`config.mk`:
```
export PLATFORM = sky130hd
export DESIGN_NAME = scl_loader
export DESIGN_NICKNAME = d
export VERILOG_FILES = /design/src/logic/scl_pkg.sv /design/src/logic/scl_loader.sv
export VERILOG_INCLUDE_DIRS = /design/src /design/src/logic
export SDC_FILE = /design/constraint.sdc
export NUM_CORES = 1
export LEC_CHECK = 0
export ABC_AREA = 0
export BUFFER_PORTS_ARGS = -buffer_cell sky130_fd_sc_hd__buf_2
export CORE_MARGIN = 2
export CORE_UTILIZATION = 35
export CTS_BUF_LIST = sky130_fd_sc_hd__clkbuf_8
export DETAILED_ROUTE_END_ITERATION = 6
export PLACE_DENSITY_LB_ADDON = 0.2
export RECOVER_POWER = 50
export SYNTH_ARGS = -nofsm -noshare
export SYNTH_HDL_FRONTEND = slang
export SYNTH_SLANG_ARGS = --single-unit
```
`constraint.sdc`:
```
create_clock -name clk -period 4.45 [get_ports clk]
set_input_delay 0.2225 -clock clk [delete_from_list [all_inputs] [get_ports clk]]
set_output_delay 0.2225 -clock clk [all_outputs]
set_load 0.1 [all_outputs]
```
`src/logic/scl_consts.svh`:
```
// scl_consts.svh: offsets, field positions, default values and times of the loader
// assumes: included by the loader module only, by its bare name
`ifndef SCL_CONSTS_SVH
`define SCL_CONSTS_SVH

// register offsets (byte addresses, one 32-bit word each)
`define SCL_OFS_CTRL 4'h0
`define SCL_OFS_STATUS 4'h4
`define SCL_OFS_FRAMES 4'h8
`define SCL_OFS_CONFIG 4'hc
// control fields
`define SCL_CTRL_TGT_LSB 0
`define SCL_CTRL_RESTART_BIT 8
`define SCL_CTRL_RESET 2'h3
// status fields
`define SCL_ST_DONE_BIT 0
`define SCL_ST_BUSY_BIT 1
`define SCL_ST_LV_BIT 2
`define SCL_ST_FV_BIT 3
`define SCL_ST_INTG_BIT 4
`define SCL_ST_ROW_LSB 8

// front-end defaults
`define SCL_AFE_OPERATION 16'h0080
`define SCL_AFE_GAIN_HI 16'h0194
`define SCL_AFE_GAIN_LO 16'h015e
`define SCL_AFE_CLAMP 16'h0060
`define SCL_AFE_CONTROL 16'h0008
`define SCL_AFE_PIXGAIN 16'h002b
// timing generator register numbers and sub-field slots of register 1
`define SCL_TG_REG_FPTR 8'h00
`define SCL_TG_REG_GEN 8'h02
`define SCL_TG_REG_INTG 8'h04
`define SCL_TG_R1_BASE 8'h10
// timing generator defaults
`define SCL_FPTR_FREE 16'h0000
`define SCL_FPTR_STILL 16'h0001
`define SCL_FPTR_BIN 16'h0002
`define SCL_PPL_ONE 16'h0680
`define SCL_PPL_TWO 16'h0340
`define SCL_LV_START 16'h0009
`define SCL_LV_QUAD 16'h0000
`define SCL_LV_END_ONE 16'h0674
`define SCL_LV_END_TWO 16'h033a
`define SCL_CLP1_S_ONE 16'h065e
`define SCL_CLP1_E_ONE 16'h0668
`define SCL_CLP1_S_TWO 16'h033c
`define SCL_CLP1_E_TWO 16'h033d
`define SCL_CLP2_ZERO 16'h0000
`define SCL_DRIVE24_OFF 16'h0000
`define SCL_DLL_RANGE 16'h0008
`define SCL_GEN_PROGRAM 16'h0000
`define SCL_GEN_EXECUTE 16'h0001
`define SCL_INTG_NONE 16'h0ff8
`define SCL_INTG_STEP_FREE 16'h0098
`define SCL_INTG_STEP_STILL 16'h01c8

// times
`define SCL_CLK_MHZ 40
`define SCL_SER_HALF_NS 50
`define SCL_PIX_PERIOD_NS 25

`endif

```
`src/logic/scl_pkg.sv`:
```
// scl_pkg: types shared by the configuration loader
// assumes: nothing, not even the constants header
package scl_pkg;
  typedef enum logic [2:0] {
    SCL_ST_CAPTURE = 3'b000,
    SCL_ST_LOAD = 3'b001,
    SCL_ST_SHIFT = 3'b010,
    SCL_ST_GAP = 3'b011,
    SCL_ST_DONE = 3'b100
  } scl_state_t;

  typedef enum logic [1:0] {
    SCL_TGT_NONE = 2'b00,
    SCL_TGT_AFE1 = 2'b01,
    SCL_TGT_AFE2 = 2'b10,
    SCL_TGT_TG = 2'b11
  } scl_target_t;
endpackage

```
`src/logic/scl_loader.sv`:
```
// scl_loader: reset-time default loader for two front-end converters and a timing generator,
// then forwarding of host serial traffic and monitoring of the timing generator
// assumes: 40 MHz clk, Avalon-MM master on the register port, switches and link pins asynchronous
//
// Notes on behaviour
// - power-up, reset button or remote reset toggle restart the whole default load
// - write all front-end registers first, then timing generator tables and registers
// - after loading, keep watching timing generator activity and the host serial link
// - front-end register 0 gets 128, register 3 gets 8
// - front-end register 1 gets 404 with variant switch high, 350 when low
// - front-end register 2 gets 96, the clamp code
// - front-end registers 4 to 7 get 43, unity pixel gain
// - frame table pointer: 0 free-running, 1 still capture, 2 two-by-two binning
// - pixels per line 1664 single channel, 832 dual channel
// - line-valid start pixel 9, quadrature start 0
// - line-valid end pixel 1652 single channel, 826 dual channel
// - first clamp window 1630-1640 or 828-829, second window zero
// - all 24 mA high-drive enable bits written zero
// - delay-locked loop range field written 8
// - host rewrites of clamp positions never change the reapplied defaults
// - default integration line from select inputs, full down to one-eighth frame
// - new integration select takes effect only after the next restart: button, remote input or control register kick
// - pixel data clock runs at 40 MHz, one pixel per 25 ns
// - timing generator load opens with program mode and closes with execution mode
// - channel switch high means dual output, low means single output
// - capture switch high means still capture, low means free-running
// - binning switch high means two-by-two binning, low means none
//
// The Avalon-MM interface to the registers and the placing of the registers were chosen for this implementation.
`timescale 1ns/1ps
`include "scl_consts.svh"

module scl_loader
  import scl_pkg::*;
#(
  parameter int ROWS = 30,
  parameter int FRAME_BITS = 24
) (
  // clock and reset
  input wire logic clk,
  input wire logic nrst,
  // board inputs, asynchronous
  input wire logic board_reset_btn_n,
  input wire logic remote_reset_input,
  input wire logic channel_count_switch,
  input wire logic binning_switch,
  input wire logic capture_mode_switch,
  input wire logic sensor_variant_switch,
  input wire logic [4:0] integration_select_inputs,
  // host 3-wire link, asynchronous
  input wire logic host_sclk,
  input wire logic host_sdata,
  input wire logic host_sload_n,
  // timing generator monitor, asynchronous
  input wire logic tg_line_valid,
  input wire logic tg_frame_valid,
  input wire logic tg_intg_start,
  // serial outputs to converters and timing generator
  output logic ser_sclk,
  output logic ser_sdata,
  output logic sload_afe1_n,
  output logic sload_afe2_n,
  output logic sload_tg_n,
  // status and pixel clock gate
  output logic load_done,
  output logic pixel_data_clock_en,
  // Avalon-MM slave
  input wire logic [3:0] avs_address,
  input wire logic avs_read,
  input wire logic avs_write,
  input wire logic [31:0] avs_writedata,
  input wire logic [3:0] avs_byteenable,
  output logic [31:0] avs_readdata,
  output logic avs_waitrequest
);

  // least half-period of the generated serial clock, rounded up, at least one cycle
  localparam int HALF_RAW = (`SCL_SER_HALF_NS * `SCL_CLK_MHZ + 999) / 1000;
  localparam int HALF_CYC = (HALF_RAW < 1) ? 1 : HALF_RAW;
  // one pixel per clk period at this rate; the gate enables the clk onto the pixel clock pin
  localparam int PIX_CYC = (`SCL_PIX_PERIOD_NS * `SCL_CLK_MHZ) / 1000;

  //////////////////////////////////////////////////////////////////////////////////////////
  // input synchronisers: first stage feeds only the second

  localparam int NSYNC = 16;
  logic [NSYNC-1:0] sync1_r;
  logic [NSYNC-1:0] sync2_r;
  logic [NSYNC-1:0] async_in;

  assign async_in = {board_reset_btn_n, remote_reset_input, integration_select_inputs,
                     sensor_variant_switch, capture_mode_switch, binning_switch,
                     channel_count_switch, host_sclk, host_sdata, host_sload_n,
                     tg_line_valid, tg_frame_valid};

  always_ff @(posedge clk or negedge nrst) begin
    if (!nrst) begin
      // button bit starts pressed: restart holds until real switch levels reach stage two
      sync1_r <= 16'h0004;
      sync2_r <= 16'h0004;
    end else begin
      sync1_r <= async_in;
      sync2_r <= sync1_r;
    end
  end

  logic btn_n_s, rem_s, host_sclk_s, host_sdata_s, host_sload_n_s, lv_s, fv_s;
  logic [8:0] sw_s;
  assign btn_n_s = sync2_r[15];
  assign rem_s = sync2_r[14];
  assign sw_s = sync2_r[13:5];
  assign host_sclk_s = sync2_r[4];
  assign host_sdata_s = sync2_r[3];
  assign host_sload_n_s = sync2_r[2];
  assign lv_s = sync2_r[1];
  assign fv_s = sync2_r[0];

  // intg_start has its own pair so the monitor edge detector stays off the first stage
  logic intg1_r, intg2_r, intg3_r, fv3_r, lv3_r;
  always_ff @(posedge clk or negedge nrst) begin
    if (!nrst) begin
      intg1_r <= 1'b0;
      intg2_r <= 1'b0;
      intg3_r <= 1'b0;
      fv3_r <= 1'b0;
      lv3_r <= 1'b0;
    end else begin
      intg1_r <= tg_intg_start;
      intg2_r <= intg1_r;
      intg3_r <= intg2_r;
      fv3_r <= fv_s;
      lv3_r <= lv_s;
    end
  end

  //////////////////////////////////////////////////////////////////////////////////////////
  // default table; cfg = {intg[4:0], variant, still, binning, dual}

  function automatic logic [15:0] intg_line(input logic still, input logic [4:0] sel);
    logic [15:0] k;
    k = 16'(4'd8 - {1'b0, sel[2:0]});
    if (sel == 5'd0 || sel > 5'd7) begin
      intg_line = `SCL_INTG_NONE;
    end else if (still) begin
      intg_line = 16'(k * `SCL_INTG_STEP_STILL);
    end else begin
      intg_line = 16'(k * `SCL_INTG_STEP_FREE);
    end
  endfunction

  function automatic logic [15:0] afe_val(input logic [2:0] a, input logic variant);
    case (a)
      3'd0: afe_val = `SCL_AFE_OPERATION;
      3'd1: afe_val = variant ? `SCL_AFE_GAIN_HI : `SCL_AFE_GAIN_LO;
      3'd2: afe_val = `SCL_AFE_CLAMP;
      3'd3: afe_val = `SCL_AFE_CONTROL;
      default: afe_val = `SCL_AFE_PIXGAIN;
    endcase
  endfunction

  // rows 0..15 front-ends, 16..29 timing generator; constant table, so host writes
  // never touch what the next restart reloads
  function automatic logic [25:0] row_of(input logic [4:0] i, input logic [8:0] c);
    logic dual;
    logic [7:0] a;
    logic [15:0] d;
    scl_target_t t;
    dual = c[0];
    a = 8'h00;
    d = 16'h0000;
    t = SCL_TGT_TG;
    if (i < 5'd16) begin
      t = i[3] ? SCL_TGT_AFE2 : SCL_TGT_AFE1;
      a = {5'd0, i[2:0]};
      d = afe_val(i[2:0], c[3]);
    end else begin
      case (i)
        5'd16: begin
          a = `SCL_TG_REG_GEN;
          d = `SCL_GEN_PROGRAM;
        end
        5'd17: begin
          a = `SCL_TG_REG_FPTR;
          if (c[1]) begin
            d = `SCL_FPTR_BIN;
          end else if (c[2]) begin
            d = `SCL_FPTR_STILL;
          end else begin
            d = `SCL_FPTR_FREE;
          end
        end
        5'd18: d = dual ? `SCL_PPL_TWO : `SCL_PPL_ONE;
        5'd19: d = `SCL_LV_START;
        5'd20: d = `SCL_LV_QUAD;
        5'd21: d = dual ? `SCL_LV_END_TWO : `SCL_LV_END_ONE;
        5'd22: d = dual ? `SCL_CLP1_S_TWO : `SCL_CLP1_S_ONE;
        5'd23: d = dual ? `SCL_CLP1_E_TWO : `SCL_CLP1_E_ONE;
        5'd24: d = `SCL_CLP2_ZERO;
        5'd25: d = `SCL_CLP2_ZERO;
        5'd26: d = `SCL_DRIVE24_OFF;
        5'd27: d = `SCL_DLL_RANGE;
        5'd28: begin
          a = `SCL_TG_REG_INTG;
          d = intg_line(c[2], c[8:4]);
        end
        default: begin
          a = `SCL_TG_REG_GEN;
          d = `SCL_GEN_EXECUTE;
        end
      endcase
      if (i >= 5'd18 && i <= 5'd27) begin
        a = 8'(`SCL_TG_R1_BASE + 8'(i - 5'd18));
      end
    end
    row_of = {t, a, d};
  endfunction

  //////////////////////////////////////////////////////////////////////////////////////////
  // loader state

  scl_state_t state_r, state_nxt;
  logic [8:0] cfg_r, cfg_nxt;
  logic [4:0] row_r, row_nxt;
  logic [FRAME_BITS-1:0] sh_r, sh_nxt;
  logic [4:0] bits_r, bits_nxt;
  logic [7:0] half_r, half_nxt;
  scl_target_t tgt_r, tgt_nxt;
  logic sclk_r, sclk_nxt, sdata_r, sdata_nxt;
  logic afe1_n_r, afe1_n_nxt, afe2_n_r, afe2_n_nxt, tg_n_r, tg_n_nxt;
  logic done_r, done_nxt, pix_en_r, pix_en_nxt;
  logic restart;
  logic half_tick;
  logic [25:0] row_word;
  logic [1:0] ctrl_tgt_r;
  logic soft_restart_r;

  // button low, remote input high or a software kick hold the loader in restart
  assign restart = !btn_n_s || rem_s || soft_restart_r;
  assign half_tick = (half_r == 8'(HALF_CYC - 1));
  assign row_word = row_of(row_r, cfg_r);

  always_comb begin
    state_nxt = state_r;
    cfg_nxt = cfg_r;
    row_nxt = row_r;
    sh_nxt = sh_r;
    bits_nxt = bits_r;
    half_nxt = half_tick ? 8'h00 : half_r + 8'h01;
    tgt_nxt = tgt_r;
    sclk_nxt = sclk_r;
    sdata_nxt = sdata_r;
    afe1_n_nxt = afe1_n_r;
    afe2_n_nxt = afe2_n_r;
    tg_n_nxt = tg_n_r;
    done_nxt = done_r;
    pix_en_nxt = pix_en_r;
    if (restart) begin
      state_nxt = SCL_ST_CAPTURE;
      row_nxt = 5'd0;
      half_nxt = 8'h00;
      sclk_nxt = 1'b0;
      sdata_nxt = 1'b0;
      afe1_n_nxt = 1'b1;
      afe2_n_nxt = 1'b1;
      tg_n_nxt = 1'b1;
      done_nxt = 1'b0;
      pix_en_nxt = 1'b0;
    end else begin
      case (state_r)
        SCL_ST_CAPTURE: begin
          cfg_nxt = sw_s;
          state_nxt = SCL_ST_LOAD;
        end
        SCL_ST_LOAD: begin
          tgt_nxt = scl_target_t'(row_word[25:24]);
          sh_nxt = {row_word[23:0], {(FRAME_BITS - 24){1'b0}}} << 1;
          sdata_nxt = row_word[23];
          bits_nxt = 5'd0;
          half_nxt = 8'h00;
          afe1_n_nxt = (row_word[25:24] != SCL_TGT_AFE1);
          afe2_n_nxt = (row_word[25:24] != SCL_TGT_AFE2);
          tg_n_nxt = (row_word[25:24] != SCL_TGT_TG);
          state_nxt = SCL_ST_SHIFT;
        end
        SCL_ST_SHIFT: begin
          if (half_tick) begin
            sclk_nxt = !sclk_r;
            if (sclk_r) begin
              sdata_nxt = sh_r[FRAME_BITS-1];
              sh_nxt = sh_r << 1;
              bits_nxt = bits_r + 5'd1;
              if (bits_r == 5'(FRAME_BITS - 1)) begin
                afe1_n_nxt = 1'b1;
                afe2_n_nxt = 1'b1;
                tg_n_nxt = 1'b1;
                state_nxt = SCL_ST_GAP;
              end
            end
          end
        end
        SCL_ST_GAP: begin
          if (half_tick) begin
            if (row_r == 5'(ROWS - 1)) begin
              done_nxt = 1'b1;
              pix_en_nxt = 1'b1;
              state_nxt = SCL_ST_DONE;
            end else begin
              row_nxt = row_r + 5'd1;
              state_nxt = SCL_ST_LOAD;
            end
          end
        end
        SCL_ST_DONE: begin
          // host link forwarded only once loading is complete
          sclk_nxt = host_sclk_s;
          sdata_nxt = host_sdata_s;
          afe1_n_nxt = !(ctrl_tgt_r == SCL_TGT_AFE1 && !host_sload_n_s);
          afe2_n_nxt = !(ctrl_tgt_r == SCL_TGT_AFE2 && !host_sload_n_s);
          tg_n_nxt = !(ctrl_tgt_r == SCL_TGT_TG && !host_sload_n_s);
        end
        default: state_nxt = SCL_ST_CAPTURE;
      endcase
    end
  end

  always_ff @(posedge clk or negedge nrst) begin
    if (!nrst) begin
      state_r <= SCL_ST_CAPTURE;
      cfg_r <= 9'h000;
      row_r <= 5'd0;
      sh_r <= '0;
      bits_r <= 5'd0;
      half_r <= 8'h00;
      tgt_r <= SCL_TGT_NONE;
      sclk_r <= 1'b0;
      sdata_r <= 1'b0;
      afe1_n_r <= 1'b1;
      afe2_n_r <= 1'b1;
      tg_n_r <= 1'b1;
      done_r <= 1'b0;
      pix_en_r <= 1'b0;
    end else begin
      state_r <= state_nxt;
      cfg_r <= cfg_nxt;
      row_r <= row_nxt;
      sh_r <= sh_nxt;
      bits_r <= bits_nxt;
      half_r <= half_nxt;
      tgt_r <= tgt_nxt;
      sclk_r <= sclk_nxt;
      sdata_r <= sdata_nxt;
      afe1_n_r <= afe1_n_nxt;
      afe2_n_r <= afe2_n_nxt;
      tg_n_r <= tg_n_nxt;
      done_r <= done_nxt;
      pix_en_r <= pix_en_nxt;
    end
  end

  assign ser_sclk = sclk_r;
  assign ser_sdata = sdata_r;
  assign sload_afe1_n = afe1_n_r;
  assign sload_afe2_n = afe2_n_r;
  assign sload_tg_n = tg_n_r;
  assign load_done = done_r;
  assign pixel_data_clock_en = pix_en_r;

  //////////////////////////////////////////////////////////////////////////////////////////
  // monitor of the timing generator and the register slave

  logic [15:0] frames_r, frames_nxt;
  logic lv_seen_r, lv_seen_nxt, fv_seen_r, fv_seen_nxt, intg_seen_r, intg_seen_nxt;
  logic [1:0] ctrl_tgt_nxt;
  logic soft_restart_nxt;
  logic wait_r, wait_nxt;
  logic [31:0] rdata_r, rdata_nxt;
  logic req, take, wr_take, clr_lo;

  assign req = avs_read || avs_write;
  assign take = req && !wait_r;
  assign wr_take = take && avs_write;
  assign clr_lo = wr_take && avs_address == `SCL_OFS_STATUS && avs_byteenable[0];

  always_comb begin
    // answer one cycle after the request is seen, with waitrequest low in that cycle only
    wait_nxt = !(req && wait_r);
    rdata_nxt = rdata_r;
    if (req && wait_r) begin
      case (avs_address)
        `SCL_OFS_CTRL: rdata_nxt = {30'd0, ctrl_tgt_r};
        `SCL_OFS_STATUS: rdata_nxt = {19'd0, row_r, 3'd0, intg_seen_r, fv_seen_r,
                                      lv_seen_r, state_r != SCL_ST_DONE, done_r};
        `SCL_OFS_FRAMES: rdata_nxt = {16'd0, frames_r};
        `SCL_OFS_CONFIG: rdata_nxt = {23'd0, cfg_r};
        default: rdata_nxt = 32'h0000_0000;
      endcase
    end
    ctrl_tgt_nxt = ctrl_tgt_r;
    soft_restart_nxt = 1'b0;
    if (wr_take && avs_address == `SCL_OFS_CTRL) begin
      if (avs_byteenable[0]) begin
        ctrl_tgt_nxt = avs_writedata[`SCL_CTRL_TGT_LSB +: 2];
      end
      if (avs_byteenable[1]) begin
        soft_restart_nxt = avs_writedata[`SCL_CTRL_RESTART_BIT];
      end
    end
    // sticky activity flags: a new event in the clearing cycle wins
    lv_seen_nxt = (lv_s && !lv3_r) ||
                  (lv_seen_r && !(clr_lo && avs_writedata[`SCL_ST_LV_BIT]));
    fv_seen_nxt = (fv_s && !fv3_r) ||
                  (fv_seen_r && !(clr_lo && avs_writedata[`SCL_ST_FV_BIT]));
    intg_seen_nxt = (intg2_r && !intg3_r) ||
                    (intg_seen_r && !(clr_lo && avs_writedata[`SCL_ST_INTG_BIT]));
    frames_nxt = frames_r;
    if (restart) begin
      frames_nxt = 16'h0000;
    end else if (done_r && fv_s && !fv3_r) begin
      frames_nxt = frames_r + 16'h0001;
    end
  end

  always_ff @(posedge clk or negedge nrst) begin
    if (!nrst) begin
      wait_r <= 1'b1;
      rdata_r <= 32'h0000_0000;
      ctrl_tgt_r <= `SCL_CTRL_RESET;
      soft_restart_r <= 1'b0;
      lv_seen_r <= 1'b0;
      fv_seen_r <= 1'b0;
      intg_seen_r <= 1'b0;
      frames_r <= 16'h0000;
    end else begin
      wait_r <= wait_nxt;
      rdata_r <= rdata_nxt;
      ctrl_tgt_r <= ctrl_tgt_nxt;
      soft_restart_r <= soft_restart_nxt;
      lv_seen_r <= lv_seen_nxt;
      fv_seen_r <= fv_seen_nxt;
      intg_seen_r <= intg_seen_nxt;
      frames_r <= frames_nxt;
    end
  end

  assign avs_waitrequest = wait_r;
  assign avs_readdata = rdata_r;

endmodule // scl_loader

```
# Yosys cells after proc, flatten, opt, wreduce, memory -nomap -nowiden
# Index checks and enable logic that the tools add are counted.
# totals
in_bits	61
ff_bits	152
# classes
mul	2
n_reduce_logical	64
magnitude_cmp	4
n_addsub	7
n_mux	62
bitwise	1
n_eq_ne	41
# op_table
operator	n
16-bit case mux with 9 select lines	1
16-bit 2-to-1 mux	5
5-bit equality test, second input constant	15
16-bit case mux with 4 select lines	1
24-bit 2-to-1 mux	2
8-bit 2-to-1 mux	6
24-bit case mux with 2 select lines	1
11-bit 2-to-1 mux	4
9-bit case mux with 4 select lines	1
5-bit 2-to-1 mux	6
1-bit logical AND	21
1-bit 2-to-1 mux	18
3-bit 2-to-1 mux	6
16-bit by 1-bit adder with 16-bit output, second input constant	1
16-bit by 5-bit multiplier with 13-bit output, second input constant	1
16-bit by 6-bit multiplier with 13-bit output, second input constant	1
3-bit inequality test, second input constant	5
3-bit case mux with 5 select lines	1
1-bit logical NOT	14
3-bit by 2-bit equality test with 1-bit output, second input constant	4
2-bit inequality test, second input constant	6
1-bit case mux with 3 select lines	4
11-bit OR reduction	1
5-bit by 1-bit adder with 5-bit output, second input constant	2
other kinds (33)	54

# Longest topological paths before layout
# logic_depth
depth_word	9
mapped_depth	15
mapped_depth_nobuf	14

# Worst setup path after synthesis
# OpenSTA, ideal clock, no wires.
# synth_path
path_type	reg2reg
startpoint	reg cfg_r[4]
endpoint	reg sh_r[13]
required_ns	4.373
t_arrival_ns	3.552
period_less_slack_ns	3.629
slack_ns	0.821
path_stages_with_launch	16
setup_ns	0.077
path_buffers	1
path_cell_list	dfrtp_1 > clkbuf_1 > inv_1 > ha_1 > xnor2_1 > xor2_1 > ha_1 > or2_2 > ha_1 > ha_1 > ha_1 > a21o_1 > a21oi_1 > xor2_1 > or3_1 > a21oi_1
# synth_via
elab_chain_cells	7
# synth_lines
element	line	rtl
start: declaration	scl_loader.sv:222	logic [8:0] cfg_r, cfg_nxt;
start signal: assignment	scl_loader.sv:344	cfg_r <= cfg_nxt;
4-bit by 3-bit subtractor with 5-bit output	scl_loader.sv:141	k = 16'(4'd8 - {1'b0, sel[2:0]});
16-bit by 5-bit multiplier with 13-bit output (no source line) or 16-bit by 6-bit multiplier with 13-bit output (tied branches)	--	
16-bit 2-to-1 mux	scl_loader.sv:144	end else if (still) begin
16-bit 2-to-1 mux (*)	scl_loader.sv:142	if (sel == 5'd0 || sel > 5'd7) begin
16-bit case mux with 9 select lines (*)	scl_loader.sv:177	case (i)
16-bit 2-to-1 mux (*)	scl_loader.sv:172	if (i < 5'd16) begin
24-bit case mux with 2 select lines (*)	scl_loader.sv:269	case (state_r)
end signal: assignment	scl_loader.sv:346	sh_r <= sh_nxt;
end: declaration	scl_loader.sv:224	logic [FRAME_BITS-1:0] sh_r, sh_nxt;
# Every way passes the cells marked *; elsewhere a longest branch is shown, timed or not.
# A chain may end at the register's enable or synchronous reset.

# Worst setup path after layout
# layout_path
startpoint	reg cfg_r[4]
endpoint	reg sh_r[11]
# The elaborated chain is that of the path after synthesis.

==> results.ini <==
[synth]
synth-edff-count=0
syn_inst=706
avgSynthCellArea_um2=9.873
syn_area_mm2=0.006970
dominantRegCellSynth=dfrtp_1
async_flop_share_pct=100.0
synth_seq_cells=135
yosysWarnings=0
ys_seq_area_share_pct=48.61
synth_cell_types=68

[place]
io_buffer_count=56
dp.cells=998
place_congestion=0.8611
dpl.hpwl_mm=11.55

[layout]
final_cells=1050
nNetsFinal=866
diodes=0
final_util_pct=41.29
areaGrowthSynthToFinish_pct=15.65
drive_gt1_share_pct=15.03

[timing]
slew-limit-headroom_pct=-50.83
hold_viol=0
fin_crit_sh_pct=82.53
drv_slew=92
final.min_clock_period_ns=3.673
hold_ws_ns=0.03914
worstMarginPinSlew_ns=2.262
skew_ns=0.01625
setup-tns-final_ns=0
setup_viol=0
rsz0062_at_grt=no
clock.fmax_ghz=0.2723

[worst_setup_path]
criticalPathCategory=reg -> reg
arrival_ns=4.01
crit_path_end_kind=flop
cp-startpoint=cfg_r[4]
cp-start-kind=flop
reg2reg_from=cfg_r[4]
cp.required_ns=4.79
crit_fanout=12

[power]
power.leakage_nw=3.546
p_total_mw=3.121
vdd_drop_max_mv=0.2242
power.density_mw_per_mm2=387.1

[floorplanning]
die_h_um=145.1
initial_core_util_pct=35.70
die-area_mm2=0.02106
fp-row-count=51
core_mm2=0.01953
die_width_um=145.1
num_io_pins=101

[run]
max_cap_violations=1

[global_routing]
grt_pass1_wl_mm=27.64
first_global_vias=5459
gr-total-overflow=0
antenna_found_initial=0
grt_max_degree=92
track_usage_pct=16.20

[route]
ant_nets=0
drt_pass1_iterations=5
via_per_inst=5.212
drt_first_iter_violations=270
num_vias=5473
wl_mm=16.37
routedWlPerCell_um=15.59
drc=0

[clock_network]
clock_sink_count=135
cts_tree=done
clkLatencyLatePin_ns=0.45
path_clk_slew_ns=0.08
cts_buffers=17
clk_path_buf_depth=2
cts_root_buf=clkbuf_8
htree_levels=4

[hold_path]
hp-class=in -> reg
hp-start=avs_writedata[2]

[outcome]
status=finished with violations
violations=capacitance limit, slew limit

-- final cells by class --
cell class / instances / area [um^2]
fill: 1960 / 11460
tap: 265 / 331.6
timing repair buffer: 84 / 525.5
multi-input combinational: 513 / 3316
clock buffer: 18 / 247.7
inverter: 21 / 78.83
clock inverter: 14 / 173.9
sequential: 135 / 3388
-- logic make-up (layout without fill, tap and decap cells) --
| kind of cell | after synthesis | count (layout) | share of synthesized area, % |
|---|---|---|---|
| AOI/OAI and AO/OA | 163 | 163 | 14.93 |
| xor gates and xnor gates | 33 | 33 | 4.146 |
| adders and majority gates | 33 | 33 | 6.031 |
| buffers and inverters | 74 | 137 | 4.936 |
| DFF | 135 | 135 | 48.61 |
| muxes | 18 | 18 | 2.800 |
| other | 1 | 17 | 0.05380 |
| and+or+nand+nor | 249 | 249 | 18.49 |
-- timing repair --
| action | in CTS | in global routing |
|---|---|---|
| resized for setup | 0 | 0 |
| endpoints found under the hold margin | 100 | 1 |
| hold buffers | 19 | 1 |
| endpoints found under the setup margin | 0 | 0 |
| buffers inserted | 0 | 0 |
-- where the power goes --
group / switching [mW] / total (mW) / internal [mW] / leakage, nW
sequential: 0.0720 / 1.37 / 1.30 / 1.72
combinational: 0.414 / 0.679 / 0.265 / 1.62
clock: 0.500 / 1.07 / 0.572 / 0.207
-- flip-flops by register name, summed over array words and instances (netlist names), 2 cells and up --
name	cells
cfg_r	9
bits_r	5
row_r	5
half_r	8
sh_r	23
frames_r	16
ctrl_tgt_r	2
sync1_r	16
sync2_r	16
state_r	3
avs_readdata	16
-- critical path, cell delays in order (launching register included) --
cell and delay, ns:
dfrtp_1 0.56, inv_1 0.14, ha_1 0.29, xnor2_1 0.15, buf_4 0.18, xor2_1 0.15, ha_1 0.19, or2_2 0.29
ha_1 0.28, ha_1 0.30, ha_1 0.35, xor2_1 0.18, nand2_1 0.06, a21oi_1 0.07, a211oi_1 0.28, o22ai_1 0.11
-- through the flow --
stage               instance area [um^2]  worst slack, ns
global route                        8061           0.5119
finish                              8061           0.7772
global placement                    7461           0.8648
floorplan                           7030           0.8206
detailed placement                  7461           0.7838
CTS                                 8073           0.7514
-- placed cells by master, fill, tap and decap left out, drive strengths merged, types with 6 or more instances in the layout --
cell         Yosys  routed
conb             1      17
mux2            12      12
buf             21      53
a22oi            8       8
or3             11      11
a211oi           7       7
nand4            6       6
mux2i            6       6
xor2            22      22
and3            10      10
nand3           31      31
o21ai           51      51
inv             19      22
nor3b            6       6
a31oi           12      12
ha              32      32
clkbuf          32      29
nor3            14      14
xnor2           11      11
nor2            54      54
nand2           69      69
dfstp            8       8
a22o             8       8
dfrtp          127     127
dlygate4sd3      0      20
clkinv           2       7
a21oi           32      32
-- metal layers --
metal | up-vias | wire, um | global-route usage [%]
met3 | 17 | 710 | 3.648
met5 | - | 0 | 0
met4 | 0 | 204 | 5.000
li1 | 2624 | - | -
met2 | 137 | 7644 | 25.38
met1 | 2695 | 7809 | 22.43
-- cells in the mapped netlist, types with 4 or more instances --
library cell  count  area [um^2]
xor2_1           22        192.7
a21o_1            5        37.54
nor4_1            4        25.02
mux2i_1           6        60.06
o211ai_1          4        30.03
inv_1            19        71.32
o31ai_1           4        30.03
and4_1            4        35.03
clkbuf_1         31        116.4
and2_1            5        31.28
nand3_1          31        155.2
a21oi_1          32        160.2
nand2_1          69        259.0
ha_1             32        400.4
nor2_1           54        202.7
mux2_2           12        135.1
a2111oi_0         4        35.03
xnor2_1          11        96.34
nor4b_1           5        43.79
a22o_1            8        70.07
a31oi_1          12        75.07
nor3b_1           5        37.54
dfstp_2           8        210.2
nor3_1           14        70.07
o21ai_0          51        255.2
and3_1            9        56.30
or3_1            11        68.82
nand4_1           6        37.54
nor2b_1           5        31.28
buf_4            17        127.6
a22oi_1           8        60.06
dfrtp_1         127         3178
a211oi_1          7        52.55
-- path summary, 6_finish.rpt --
path                          endpoint  slack, ns  cells after the start
setup / recovery              sh_r[11]       0.78                     15
hold / removal               lv_seen_r       0.04                      4
setup reg to reg              sh_r[11]       0.78                     15
hold reg to reg             sync2_r[6]       0.35                      0
max in group asynchronous  sync2_r[10]       1.90                      3
min in group asynchronous    bits_r[4]       0.97                      2
Power figures use the tool's default switching activity.
